$ cat config.mk
export PLATFORM = sky130hd
export DESIGN_NAME = strap_latch_status_leds
export DESIGN_NICKNAME = d
export VERILOG_FILES = /design/src/strap_pkg.sv /design/src/strap_latch_status_leds.sv
export SDC_FILE = /design/constraint.sdc
export NUM_CORES = 1
export LEC_CHECK = 0
export BUFFER_PORTS_ARGS = -buffer_cell sky130_fd_sc_hd__buf_2
export CAP_MARGIN = 20
export CORE_ASPECT_RATIO = 2
export CORE_MARGIN = 5
export CORE_UTILIZATION = 43
export CTS_BUF_LIST = sky130_fd_sc_hd__clkbuf_2 sky130_fd_sc_hd__clkbuf_4 sky130_fd_sc_hd__clkbuf_8
export CTS_CLUSTER_DIAMETER = 50
export DETAILED_ROUTE_END_ITERATION = 7
export PLACE_DENSITY_LB_ADDON = 0.08
export SYNTH_ARGS = -nofsm -noshare
export SYNTH_HDL_FRONTEND = slang
export SYNTH_SLANG_ARGS = --single-unit
$ cat constraint.sdc
create_clock -name i_ref_clk -period 1.7 [get_ports i_ref_clk]
set_clock_uncertainty 0.15 [all_clocks]
set_input_delay 0.17 -clock i_ref_clk [delete_from_list [all_inputs] [get_ports i_ref_clk]]
set_output_delay 0.17 -clock i_ref_clk [all_outputs]
set_load 0.01 [all_outputs]
$ cat src/strap_pkg.sv
`default_nettype none
package strap_pkg;
  // ======================================================
  // strap field positions on port 2 transmit data
  localparam int BW_HI_BIT = 3;
  localparam int BW_LO_BIT = 2;
  localparam int CLASS_HI_BIT = 1;
  localparam int CLASS_LO_BIT = 0;
  // ======================================================
  // values after reset
  localparam logic [1:0] BW_RESET = 2'h0;
  localparam logic [1:0] CLASS_RESET = 2'h0;
  localparam logic [7:0] TXD_RESET = 8'h00;
  localparam logic [7:0] OE_N_RESET = 8'hff; // every pin released
  localparam logic [7:0] OE_N_DRIVE = 8'h00; // every pin driven
  localparam int TX_WIDTH = 8;
  localparam int MII_WIDTH = 4;
  // ======================================================
  // port 2 priority classes
  typedef enum logic [1:0] {
    CLASS_LOW = 2'h0,
    CLASS_NORMAL = 2'h1,
    CLASS_HIGH = 2'h2,
    CLASS_VERY_HIGH = 2'h3
  } prio_class_t;
  // ======================================================
  // bandwidth share per queue, percent, queues 3..0
  localparam logic [31:0] BW_TABLE [4] = '{
    32'h28_1e_14_0a, 32'h37_19_0f_05, 32'h46_14_0a_00,
    32'h19_19_19_19};
endpackage : strap_pkg
`default_nettype wire

$ cat src/strap_latch_status_leds.sv
`default_nettype none
// Behaviour
// The reset input is active low and holds the whole block in reset.
// A 25 MHz clock from the board times all logic, including capture.
// Bandwidth straps come from tx data bits 3 and 2 and are then held.
// The two-bit bandwidth code selects one of four queue share schemes.
// Port 2 class straps come from tx data bits 1 (msb) and 0.
// Class 00 is low, 01 normal, 10 high and 11 very high priority.
// The broadcast indicator lights while broadcasts are filtered.
// A failed self-test keeps the broadcast indicator lit steadily.
// The overflow indicator lights on unicast overflow with drops.
// After reset tx data is eight bits in gigabit mode, four in MII.
// The board gives a 125 MHz reference for gigabit transmit clocks.
// Straps are caught as reset releases, then pins return to tx data.
module strap_latch_status_leds
  import strap_pkg::*;
#(
  parameter int TXW = TX_WIDTH
) (
  input wire logic i_ref_clk,
  input wire logic i_rst_n,
  input wire logic [7:0] i_txd_pin,
  input wire logic [7:0] i_tx_data,
  input wire logic i_gigabit_mode,
  input wire logic i_bcast_filtering,
  input wire logic i_post_failed,
  input wire logic i_ucast_overflow_drop,
  output logic [7:0] o_txd_pin,
  output logic [7:0] o_txd_oe_n,
  output logic [1:0] o_queue_bandwidth_scheme_strap,
  output logic [31:0] o_queue_shares,
  output logic [1:0] o_port2_class,
  output logic o_broadcast_filter_indicator,
  output logic o_unicast_overflow_indicator
);
  // ======================================================
  // elaboration check
  // strap positions and the mii nibble split assume a byte bus
  if (TXW != TX_WIDTH) begin : bad_width_g
    $error("only an 8 bit transmit bus is served");
  end

  // ======================================================
  // strap capture
  // pins float as inputs during reset; the first clocked cycle after
  // release catches them, so no port value enters an async reset
  // limitation: a strap that moves around that first edge is taken at
  // whatever level it shows then; nothing filters it
  logic armed_r, armed_nxt;
  logic [1:0] bw_r, bw_nxt;
  logic [1:0] cls_r, cls_nxt;
  logic [31:0] shares_r, shares_nxt;

  // one table lookup, shared by the next-state logic
  function automatic logic [31:0] share_of(input logic [1:0] code);
    share_of = BW_TABLE[code];
  endfunction : share_of

  // capture once, on the first edge after reset rises
  always_comb begin
    armed_nxt = 1'b1;
    bw_nxt = bw_r;
    cls_nxt = cls_r;
    if (!armed_r) begin
      bw_nxt = {i_txd_pin[BW_HI_BIT], i_txd_pin[BW_LO_BIT]};
      cls_nxt = {i_txd_pin[CLASS_HI_BIT], i_txd_pin[CLASS_LO_BIT]};
    end
    shares_nxt = share_of(bw_nxt);
  end

  // async active-low reset, constants only
  always_ff @(posedge i_ref_clk or negedge i_rst_n) begin
    if (!i_rst_n) begin
      armed_r <= 1'b0;
      bw_r <= BW_RESET;
      cls_r <= CLASS_RESET;
      shares_r <= BW_TABLE[BW_RESET];
    end else begin
      armed_r <= armed_nxt;
      bw_r <= bw_nxt;
      cls_r <= cls_nxt;
      shares_r <= shares_nxt;
    end
  end

  // ======================================================
  // transmit data pins and indicators
  logic [7:0] txd_r, txd_nxt;
  logic [7:0] oe_n_r, oe_n_nxt;
  logic bc_r, bc_nxt;
  logic ov_r, ov_nxt;

  // mii mode keeps the upper nibble low so the unused pins stay quiet; drivers
  // wait one cycle past capture so they never fight the strap resistors
  always_comb begin
    txd_nxt = TXD_RESET;
    oe_n_nxt = OE_N_RESET;
    if (armed_r) begin
      oe_n_nxt = OE_N_DRIVE;
      txd_nxt = i_gigabit_mode ? i_tx_data
                               : {4'h0, i_tx_data[MII_WIDTH-1:0]};
    end
    bc_nxt = i_post_failed || i_bcast_filtering;
    ov_nxt = i_ucast_overflow_drop;
  end

  // async active-low reset leaves every pin released and both lamps dark
  always_ff @(posedge i_ref_clk or negedge i_rst_n) begin
    if (!i_rst_n) begin
      txd_r <= TXD_RESET;
      oe_n_r <= OE_N_RESET;
      bc_r <= 1'b0;
      ov_r <= 1'b0;
    end else begin
      txd_r <= txd_nxt;
      oe_n_r <= oe_n_nxt;
      bc_r <= bc_nxt;
      ov_r <= ov_nxt;
    end
  end

  // every output is a bare flip-flop, no logic after the register
  assign o_txd_pin = txd_r;
  assign o_txd_oe_n = oe_n_r;
  assign o_queue_bandwidth_scheme_strap = bw_r;
  assign o_queue_shares = shares_r;
  assign o_port2_class = cls_r; // encoding as prio_class_t
  assign o_broadcast_filter_indicator = bc_r;
  assign o_unicast_overflow_indicator = ov_r;

  // ======================================================
  // checks
  // all are clocked on the system clock and sleep while reset is low,
  // so the async clear in mid-run never trips them; anything that looks
  // back across a reset guards itself with the past reset level

  // straps and scheme frozen once the capture edge is over
  strap_hold_a: assert property (
    @(posedge i_ref_clk) disable iff (!i_rst_n)
    armed_r |=> $stable(bw_r) && $stable(cls_r))
    else $error("straps changed after capture");
  share_hold_a: assert property (
    @(posedge i_ref_clk) disable iff (!i_rst_n)
    armed_r |=> $stable(o_queue_shares))
    else $error("share scheme moved after capture");

  // the capture edge takes the pin levels seen at that very edge
  strap_take_a: assert property (
    @(posedge i_ref_clk) disable iff (!i_rst_n)
    !armed_r |=> bw_r == $past(i_txd_pin[3:2])
      && cls_r == {$past(i_txd_pin[1]), $past(i_txd_pin[0])})
    else $error("strap not taken from tx data");
  strap_out_a: assert property (
    @(posedge i_ref_clk) disable iff (!i_rst_n)
    !armed_r |=> o_queue_bandwidth_scheme_strap == $past(i_txd_pin[3:2]))
    else $error("bandwidth strap output wrong");

  // one capture per reset, taking exactly one edge
  arm_once_a: assert property (
    @(posedge i_ref_clk) disable iff (!i_rst_n)
    !armed_r |=> armed_r)
    else $error("capture took more than one edge");
  arm_stay_a: assert property (
    @(posedge i_ref_clk) disable iff (!i_rst_n)
    armed_r |=> armed_r)
    else $error("capture rearmed without reset");

  // share table follows the captured code
  share_sel_a: assert property (
    @(posedge i_ref_clk) disable iff (!i_rst_n)
    o_queue_shares == BW_TABLE[o_queue_bandwidth_scheme_strap])
    else $error("share scheme mismatch");

  // pins held off until the capture edge has passed, then driven for
  // good; a driver before that would override the strap resistors
  pins_float_a: assert property (
    @(posedge i_ref_clk) disable iff (!i_rst_n)
    !armed_r |-> o_txd_oe_n == OE_N_RESET
      && o_txd_pin == TXD_RESET)
    else $error("pins driven before capture");
  pins_drive_a: assert property (
    @(posedge i_ref_clk) disable iff (!i_rst_n)
    $rose(armed_r) |=> o_txd_oe_n == OE_N_DRIVE)
    else $error("pins not released to output");
  drive_stay_a: assert property (
    @(posedge i_ref_clk) disable iff (!i_rst_n)
    $past(armed_r) && armed_r |-> o_txd_oe_n == OE_N_DRIVE)
    else $error("pins stopped driving after capture");

  // transmit data, full byte or low nibble
  gig_byte_a: assert property (
    @(posedge i_ref_clk) disable iff (!i_rst_n)
    armed_r && i_gigabit_mode |=> o_txd_pin == $past(i_tx_data))
    else $error("gigabit data wrong");
  mii_nibble_a: assert property (
    @(posedge i_ref_clk) disable iff (!i_rst_n)
    armed_r && !i_gigabit_mode |=> o_txd_pin[7:4] == 4'h0
      && o_txd_pin[3:0] == $past(i_tx_data[3:0]))
    else $error("mii data wrong");

  // broadcast indicator: filtering or a failed self-test; the lamp is
  // dark in reset, so the edge just after release is not compared
  post_led_a: assert property (
    @(posedge i_ref_clk) disable iff (!i_rst_n)
    i_post_failed |=> o_broadcast_filter_indicator)
    else $error("self-test failure not shown");
  bcast_led_a: assert property (
    @(posedge i_ref_clk) disable iff (!i_rst_n)
    $past(i_rst_n) |-> o_broadcast_filter_indicator
      == $past(i_bcast_filtering || i_post_failed))
    else $error("broadcast indicator wrong");
  bcast_off_a: assert property (
    @(posedge i_ref_clk) disable iff (!i_rst_n)
    !i_bcast_filtering && !i_post_failed |=> !o_broadcast_filter_indicator)
    else $error("broadcast indicator lit with no cause");

  // overflow indicator follows the drop flag one cycle later
  ovfl_led_a: assert property (
    @(posedge i_ref_clk) disable iff (!i_rst_n)
    i_ucast_overflow_drop |=> o_unicast_overflow_indicator)
    else $error("overflow indicator missed");
  ovfl_off_a: assert property (
    @(posedge i_ref_clk) disable iff (!i_rst_n)
    !i_ucast_overflow_drop |=> !o_unicast_overflow_indicator)
    else $error("overflow indicator stuck");
endmodule : strap_latch_status_leds
`default_nettype wire

==> impl_metrics.prom, run 1 <==
# TYPE chip_impl_metric gauge
chip_impl_info{name="critPathSlowestCell",value="dlygate4sd3_1"} 1
chip_impl_metric{name="max_cap_viol_count",unit=""} 0
chip_impl_metric{name="num_antenna_cells",unit=""} 0
chip_impl_metric{name="grt_util_all_layers",unit="%"} 10.9
chip_impl_metric{name="post_drt_wl_per_cell",unit="µm"} 11.4
chip_impl_metric{name="initial_core_util",unit="%"} 44.4
chip_impl_metric{name="synth_cells",unit=""} 86
chip_impl_metric{name="drt-total-wl",unit="µm"} 1970
chip_impl_metric{name="top_fanout_value_on_the_critical_path",unit=""} 1
chip_impl_info{name="hold_path.class",value="in -> reg"} 1
chip_impl_metric{name="mappedNetlistArea",unit="µm²"} 1140
chip_impl_metric{name="crit_path_max_incr_delay",unit="ns"} 0.56
chip_impl_metric{name="placement.io_buffers",unit=""} 60
chip_impl_metric{name="num_clock_sinks",unit=""} 26
chip_impl_info{name="rsz0062_at_grt",value="no"} 1
chip_impl_metric{name="design.die.area",unit="µm²"} 3850
chip_impl_metric{name="nets",unit=""} 174
chip_impl_metric{name="layout_min_cycle_time",unit="ns"} 1.62
chip_impl_info{name="worstHoldStart",value="i_tx_data[7]"} 1
chip_impl_info{name="timing_worst_setup_path_type",value="in -> reg"} 1
chip_impl_metric{name="data_required_time_at_the_worst_endpoint",unit="ns"} 1.69
chip_impl_metric{name="cts.path.max_buffers",unit=""} 2
chip_impl_metric{name="place_hpwl",unit="µm"} 1560
chip_impl_metric{name="layout_cells_excl_fill",unit=""} 173
chip_impl_info{name="status",value="finished clean"} 1
chip_impl_info{name="cts_root_buffer_type",value="clkbuf_8"} 1
chip_impl_metric{name="hold_viol_final",unit=""} 0
chip_impl_info{name="crit_chain",value="dlygate4sd3_1, buf_2, or2_2, dlygate4sd3_1"} 1
chip_impl_metric{name="utilization",unit="%"} 57.4
chip_impl_metric{name="worst-r2r-cell-count",unit=""} 2
chip_impl_info{name="tritoncts",value="built"} 1
chip_impl_metric{name="clkSlewWorstSetupHoldPaths",unit="ns"} 0.08
chip_impl_metric{name="floorplan.core_area",unit="µm²"} 2570
chip_impl_metric{name="setup_tns",unit="ns"} 0
chip_impl_metric{name="whs_path_depth",unit=""} 2
chip_impl_metric{name="first_global_vias",unit=""} 724
chip_impl_metric{name="cts_resized",unit=""} 0
chip_impl_metric{name="power.density_cell_area",unit="nW/µm²"} 898
chip_impl_metric{name="final_layout_size_suffix_gt1_share",unit="%"} 52.4
chip_impl_metric{name="fp-row-count",unit=""} 26
chip_impl_info{name="critPathCaptureType",value="flip-flop"} 1
chip_impl_metric{name="ys.warnings.count",unit=""} 0
chip_impl_metric{name="max-vdd-ir-drop",unit="mV"} 0.481
chip_impl_metric{name="cp_buf_inv_count",unit=""} 3
chip_impl_metric{name="worst-r2r-setup-slack",unit="ns"} 0.26
chip_impl_metric{name="drt_pass1_iterations",unit=""} 4
chip_impl_metric{name="die_height",unit="µm"} 82.9
chip_impl_metric{name="critPathArrivalTime",unit="ns"} 1.62
chip_impl_metric{name="antenna_found_initial",unit=""} 0
chip_impl_metric{name="max_clock_freq",unit="MHz"} 615
chip_impl_metric{name="tightestPinTransition",unit="ns"} 0.548
chip_impl_metric{name="first_iter_violations",unit=""} 7
chip_impl_metric{name="worst_slew_margin_rel",unit="%"} 63.4
chip_impl_metric{name="final.period_utilization",unit="%"} 95.6
chip_impl_metric{name="slew_viol_final",unit=""} 0
chip_impl_metric{name="number_of_cts_inserted_buffers",unit=""} 3
chip_impl_metric{name="grt_start_max_net_pins",unit=""} 27
chip_impl_metric{name="leakage",unit="µW"} 0.000824
chip_impl_metric{name="pre_cts_slack",unit="ns"} 0.251
chip_impl_metric{name="synth.avg_cell_area",unit="µm²"} 13.3
chip_impl_metric{name="ioPinCount",unit=""} 76
chip_impl_metric{name="final-setup-viol-count",unit=""} 0
chip_impl_info{name="timing.critical_path.from_type",value="input pin"} 1
chip_impl_info{name="timing.critical_path.mode_cell",value="dlygate4sd3_1"} 1
chip_impl_metric{name="gp_congestion",unit=""} 0.664
chip_impl_metric{name="die_width",unit="µm"} 46.4
chip_impl_metric{name="post-route-drc-count",unit=""} 0
chip_impl_metric{name="post-route-worst-setup-slack",unit="ns"} 0.0752
chip_impl_metric{name="post_drt_via_cell_ratio",unit=""} 4.05
chip_impl_metric{name="detailed_route_via_count",unit=""} 700
chip_impl_metric{name="grt_pass1_wl",unit="µm"} 3130
chip_impl_metric{name="synth-seq-area-share",unit="%"} 57.7
chip_impl_metric{name="synth-seq-cells",unit=""} 26
chip_impl_metric{name="clk_latency",unit="ns"} 0.26
chip_impl_info{name="critical_path.reg2reg.startpoint",value="armed_r"} 1
chip_impl_info{name="timing.hold.worst_endpoint",value="o_txd_pin[7]"} 1
chip_impl_metric{name="gr-total-overflow",unit=""} 0
chip_impl_info{name="rr_endpoint",value="o_queue_shares[26]"} 1
chip_impl_metric{name="placed_cells",unit=""} 154
chip_impl_metric{name="area_overhead_vs_synth",unit="%"} 29.4
chip_impl_metric{name="cts_htree_levels",unit=""} 1
chip_impl_metric{name="yosys.cell_types.count",unit=""} 13
chip_impl_metric{name="postRouteAntennaNets",unit=""} 0
chip_impl_info{name="cpLargestDelayFamily",value="buffers and inverters"} 1
==> logic make-up after synthesis <==
group,Yosys count,share of synthesized area (%)
multiplexers,8,7.46
buffers and inverters,35,22.7
adder cells (fa/ha/maj),6,6.58
other,2,0.658
AND/OR/NAND/NOR,9,4.93
flip-flops,26,57.7
==> Yosys cell counts <==
cell type   n  area share [%]
conb_1      2            0.66
inv_1       4             1.3
or2_2       1            0.55
buf_4      29              19
and3_1      4             2.2
buf_8       1             1.3
mux2_2      4             3.9
and2_1      4             2.2
buf_6       1            0.99
dfrtp_1    20              44
mux2i_1     4             3.5
ha_1        6             6.6
dfstp_2     6              14
==> cell type report <==
cell class              instances  area [µm²]
clock buffers                   4        48.8
repair buffers                 76         458
flip-flops and latches         26         658
well taps                      28        35.0
inverters                       4        15.0
multi-input cells              35         262
fillers                       222        1090
==> metrics by stage <==
step / instance area [µm²] / power, µW / hold slack, ns
after floorplan: 1180 / 915 / -0.276
after global placement: 1280 / 963 / 0.0358
after detailed placement: 1280 / 967 / 0.0454
after CTS: 1480 / 1360 / 0.0170
after global routing: 1480 / 1420 / 0.00204
final: 1480 / 1330 / 0.00518
==> how the worst max path moves through the flow <==
| stage | cells past startpoint | from | endpoint |
|---|---|---|---|
| 4_1_cts | 4 | i_post_failed | o_broadcast_filter_indicator |
| 3_3_place_gp | 2 | armed_r | o_queue_shares[26] |
| 3_5_place_dp | 2 | armed_r | o_queue_shares[26] |
| 5_1_grt | 4 | i_post_failed | o_broadcast_filter_indicator |
| 6_report | 4 | i_post_failed | o_broadcast_filter_indicator |
| 2_1_floorplan | 4 | armed_r | o_queue_shares[26] |
==> per-layer routing <==
metal | vias to the layer above | routed length, µm | part of all wire, % | global-route usage [%]
met1 | 320 | 613 | 31 | 10.8
met4 | 0 | 24 | 1.2 | 5.44
li1 | 340 | - | - | -
met5 | - | 0 | 0 | 0
met2 | 38 | 1100 | 56 | 19.7
met3 | 2 | 230 | 12 | 1.95
==> flip-flops by register name, indices dropped and copies added, names as in the netlist <==
name,cells
armed_r,1
o_txd_pin,8
o_broadcast_filter_indicator,1
o_queue_shares,10
o_port2_class,2
o_queue_bandwidth_scheme_strap,2
o_txd_oe_n,1
o_unicast_overflow_indicator,1
==> power breakdown <==
group	total [µW]	internal (µW)	switching (µW)	leakage [µW]
logic	270	126	143	0.000489
registers	705	680	24.2	0.000309
clock network	351	183	168	0.0000262
==> worst register-to-register path, stage by stage, from the launching register on <==
cell and delay (ns):
dfrtp_1 0.45, mux2i_1 0.41, ha_1 0.32
==> cell usage in the layout, fill, tap and decap left out <==
master	synthesis	final
clkbuf_8	0	3
buf_4	29	1
mux2i_1	4	4
dfstp_2	6	6
clkbuf_4	0	1
ha_1	6	6
or2_2	1	1
conb_1	2	12
inv_1	4	4
dfrtp_1	20	20
and3_1	4	4
buf_2	0	60
and2_1	4	4
mux2_2	4	4
dlygate4sd3_1	0	15
==> timing repair <==
action	4_1_cts	5_1_grt
hold buffers	15	0
setup buffers	0	0
hold endpoints to repair	33	0
No activity file was read; power rests on OpenSTA's default activity.
==> run 2, diff against run 1 <==
Settings changed: CELL_PAD_IN_SITES_DETAIL_PLACEMENT set to 0, CELL_PAD_IN_SITES_GLOBAL_PLACEMENT set to 1, CORE_UTILIZATION 43 to 31, CTS_CLUSTER_DIAMETER 50 to not set.
Clock period 1.7 ns to 1.6 ns, I/O delays scaled along.
==> impl_metrics.prom, run 2 (synthesized netlist as in run 1, its figures left out) <==
# TYPE chip_impl_metric gauge
chip_impl_info{name="status",value="finished clean"} 1
chip_impl_metric{name="hold_viol_final",unit=""} 0
chip_impl_metric{name="nets",unit=""} 177
chip_impl_metric{name="data_required_time_at_the_worst_endpoint",unit="ns"} 1.59
chip_impl_metric{name="final_layout_size_suffix_gt1_share",unit="%"} 52.7
chip_impl_metric{name="first_global_vias",unit=""} 720
chip_impl_metric{name="largest_register_ffs",unit=""} 10
chip_impl_metric{name="clk_latency",unit="ns"} 0.26
chip_impl_metric{name="die_height",unit="µm"} 95.8
chip_impl_metric{name="leakage",unit="µW"} 0.000839
chip_impl_metric{name="setup_tns",unit="ns"} 0
chip_impl_metric{name="detailed_route_via_count",unit=""} 736
chip_impl_metric{name="layout_min_cycle_time",unit="ns"} 1.43
chip_impl_metric{name="power",unit="µW"} 1430
chip_impl_info{name="hold_path.class",value="in -> reg"} 1
chip_impl_metric{name="postRouteAntennaNets",unit=""} 0
chip_impl_metric{name="drt-total-wl",unit="µm"} 2170
chip_impl_metric{name="placement.io_buffers",unit=""} 60
chip_impl_metric{name="num_antenna_cells",unit=""} 0
chip_impl_metric{name="floorplan.core_area",unit="µm²"} 3610
chip_impl_metric{name="grt_start_max_net_pins",unit=""} 27
chip_impl_metric{name="grt_pass1_wl",unit="µm"} 3230
chip_impl_metric{name="max-vdd-ir-drop",unit="mV"} 0.617
chip_impl_metric{name="post_drt_via_cell_ratio",unit=""} 3.74
chip_impl_metric{name="post-route-drc-count",unit=""} 0
chip_impl_metric{name="drt_pass1_iterations",unit=""} 3
chip_impl_metric{name="final.period_utilization",unit="%"} 89.6
chip_impl_info{name="tritoncts",value="built"} 1
chip_impl_metric{name="worst_slew_margin_rel",unit="%"} 62.3
chip_impl_metric{name="num_clock_sinks",unit=""} 26
chip_impl_metric{name="first_iter_violations",unit=""} 3
chip_impl_metric{name="area_overhead_vs_synth",unit="%"} 33.9
chip_impl_info{name="final_cell_mix",value="buf_2, dfrtp_1, dlygate4sd3_1, conb_1"} 1
chip_impl_metric{name="post-cts-setup-buffer-count",unit=""} 0
chip_impl_metric{name="critPathArrivalTime",unit="ns"} 1.43
chip_impl_metric{name="antenna_found_initial",unit=""} 0
chip_impl_metric{name="tightestPinTransition",unit="ns"} 0.565
chip_impl_metric{name="gr-total-overflow",unit=""} 0
chip_impl_metric{name="cts.path.max_buffers",unit=""} 2
chip_impl_metric{name="design.die.area",unit="µm²"} 5070
chip_impl_metric{name="clkSlewWorstSetupHoldPaths",unit="ns"} 0.09
chip_impl_metric{name="ioPinCount",unit=""} 76
chip_impl_metric{name="slew_viol_final",unit=""} 0
chip_impl_info{name="cts_root_buffer_type",value="clkbuf_8"} 1
chip_impl_metric{name="max_clock_freq",unit="MHz"} 698
chip_impl_metric{name="die_width",unit="µm"} 52.9
chip_impl_metric{name="grt_util_all_layers",unit="%"} 8.72
chip_impl_info{name="rsz0062_at_grt",value="no"} 1
chip_impl_metric{name="max_cap_viol_count",unit=""} 0
chip_impl_metric{name="power.density_cell_area",unit="nW/µm²"} 936
chip_impl_metric{name="top_fanout_value_on_the_critical_path",unit=""} 7
chip_impl_info{name="timing.critical_path.from_type",value="flip-flop"} 1
chip_impl_metric{name="final-setup-viol-count",unit=""} 0
chip_impl_info{name="layout.cells.most_common",value="buf_2"} 1
chip_impl_metric{name="num-fill-cells",unit=""} 379
chip_impl_metric{name="fp-row-count",unit=""} 31
chip_impl_info{name="critPathCaptureType",value="flip-flop"} 1
chip_impl_metric{name="cts_htree_levels",unit=""} 1
chip_impl_metric{name="number_of_cts_inserted_buffers",unit=""} 3
chip_impl_metric{name="gp_congestion",unit=""} 0.632
chip_impl_metric{name="post_drt_wl_per_cell",unit="µm"} 11.0
chip_impl_metric{name="place_hpwl",unit="µm"} 1680
chip_impl_metric{name="initial_core_util",unit="%"} 31.6
chip_impl_info{name="timing_worst_setup_path_type",value="reg -> reg"} 1
-- run 2: changes by cell type in the layout (fill, tap and decap cells not counted) --
cell           delta
buf_4             +2
dlygate4sd3_1     +1
-- run 2: cell type report --
type	count	area [µm²]	share of cell area, %
Sequential cell	26	658	43.1
Timing Repair Buffer	79	483	31.6
Inverter	4	15.0	0.983
Tap cell	49	61.3	4.01
Clock buffer	4	48.8	3.19
Multi-Input combinational cell	35	262	17.1
-- run 2: power by group --
part / internal [µW] / leakage [µW] / switching [µW]
Combinational: 140 / 0.000504 / 154
Sequential: 723 / 0.000309 / 27.9
Clock: 195 / 0.0000262 / 190
-- run 2: per-layer routing --
metal | global-route usage [%] | vias to the layer above | part of all wire [%]
met4 | 5.12 | 0 | 1.2
met1 | 8.97 | 348 | 34
met2 | 15.9 | 38 | 56
li1 | - | 348 | -
met5 | 0 | - | 0
met3 | 1.40 | 2 | 9.3
-- run 2: worst paths after layout --
check / from / to / slack, ns / cells past startpoint
min in group asynchronous: i_rst_n / o_port2_class[1] / 0.27 / 2
min: i_gigabit_mode / o_txd_pin[4] / 0.01 / 2
max in group asynchronous: i_rst_n / o_queue_shares[17] / 0.65 / 2
min reg2reg: o_queue_bandwidth_scheme_strap[1] / o_queue_shares[29] / 0.34 / 1
max: armed_r / o_queue_shares[26] / 0.17 / 2
max reg2reg: armed_r / o_queue_shares[26] / 0.17 / 2
-- run 2: per-stage QoR --
step	cell area, µm²	setup slack, ns	cells	utilization, %	hold slack (ns)
after floorplan	1180	0.153	96	-	-0.286
after global placement	1320	0.182	177	36.6	0.0346
after detailed placement	1320	0.178	177	36.6	0.0541
after CTS	1530	0.146	197	42.4	0.00563
after global routing	1530	0.104	197	42.4	0.00738
final	1530	0.167	197	42.4	0.0136
-- run 2: repair_timing --
item	CTS	global route
endpoints found under the hold margin	34	0
resized for setup	0	0
hold buffers	16	0
-- run 2: worst max-delay path, stage by stage (launching register included) --
cell and delay (ns):
dfrtp_1 0.52, mux2i_1 0.34, ha_1 0.30
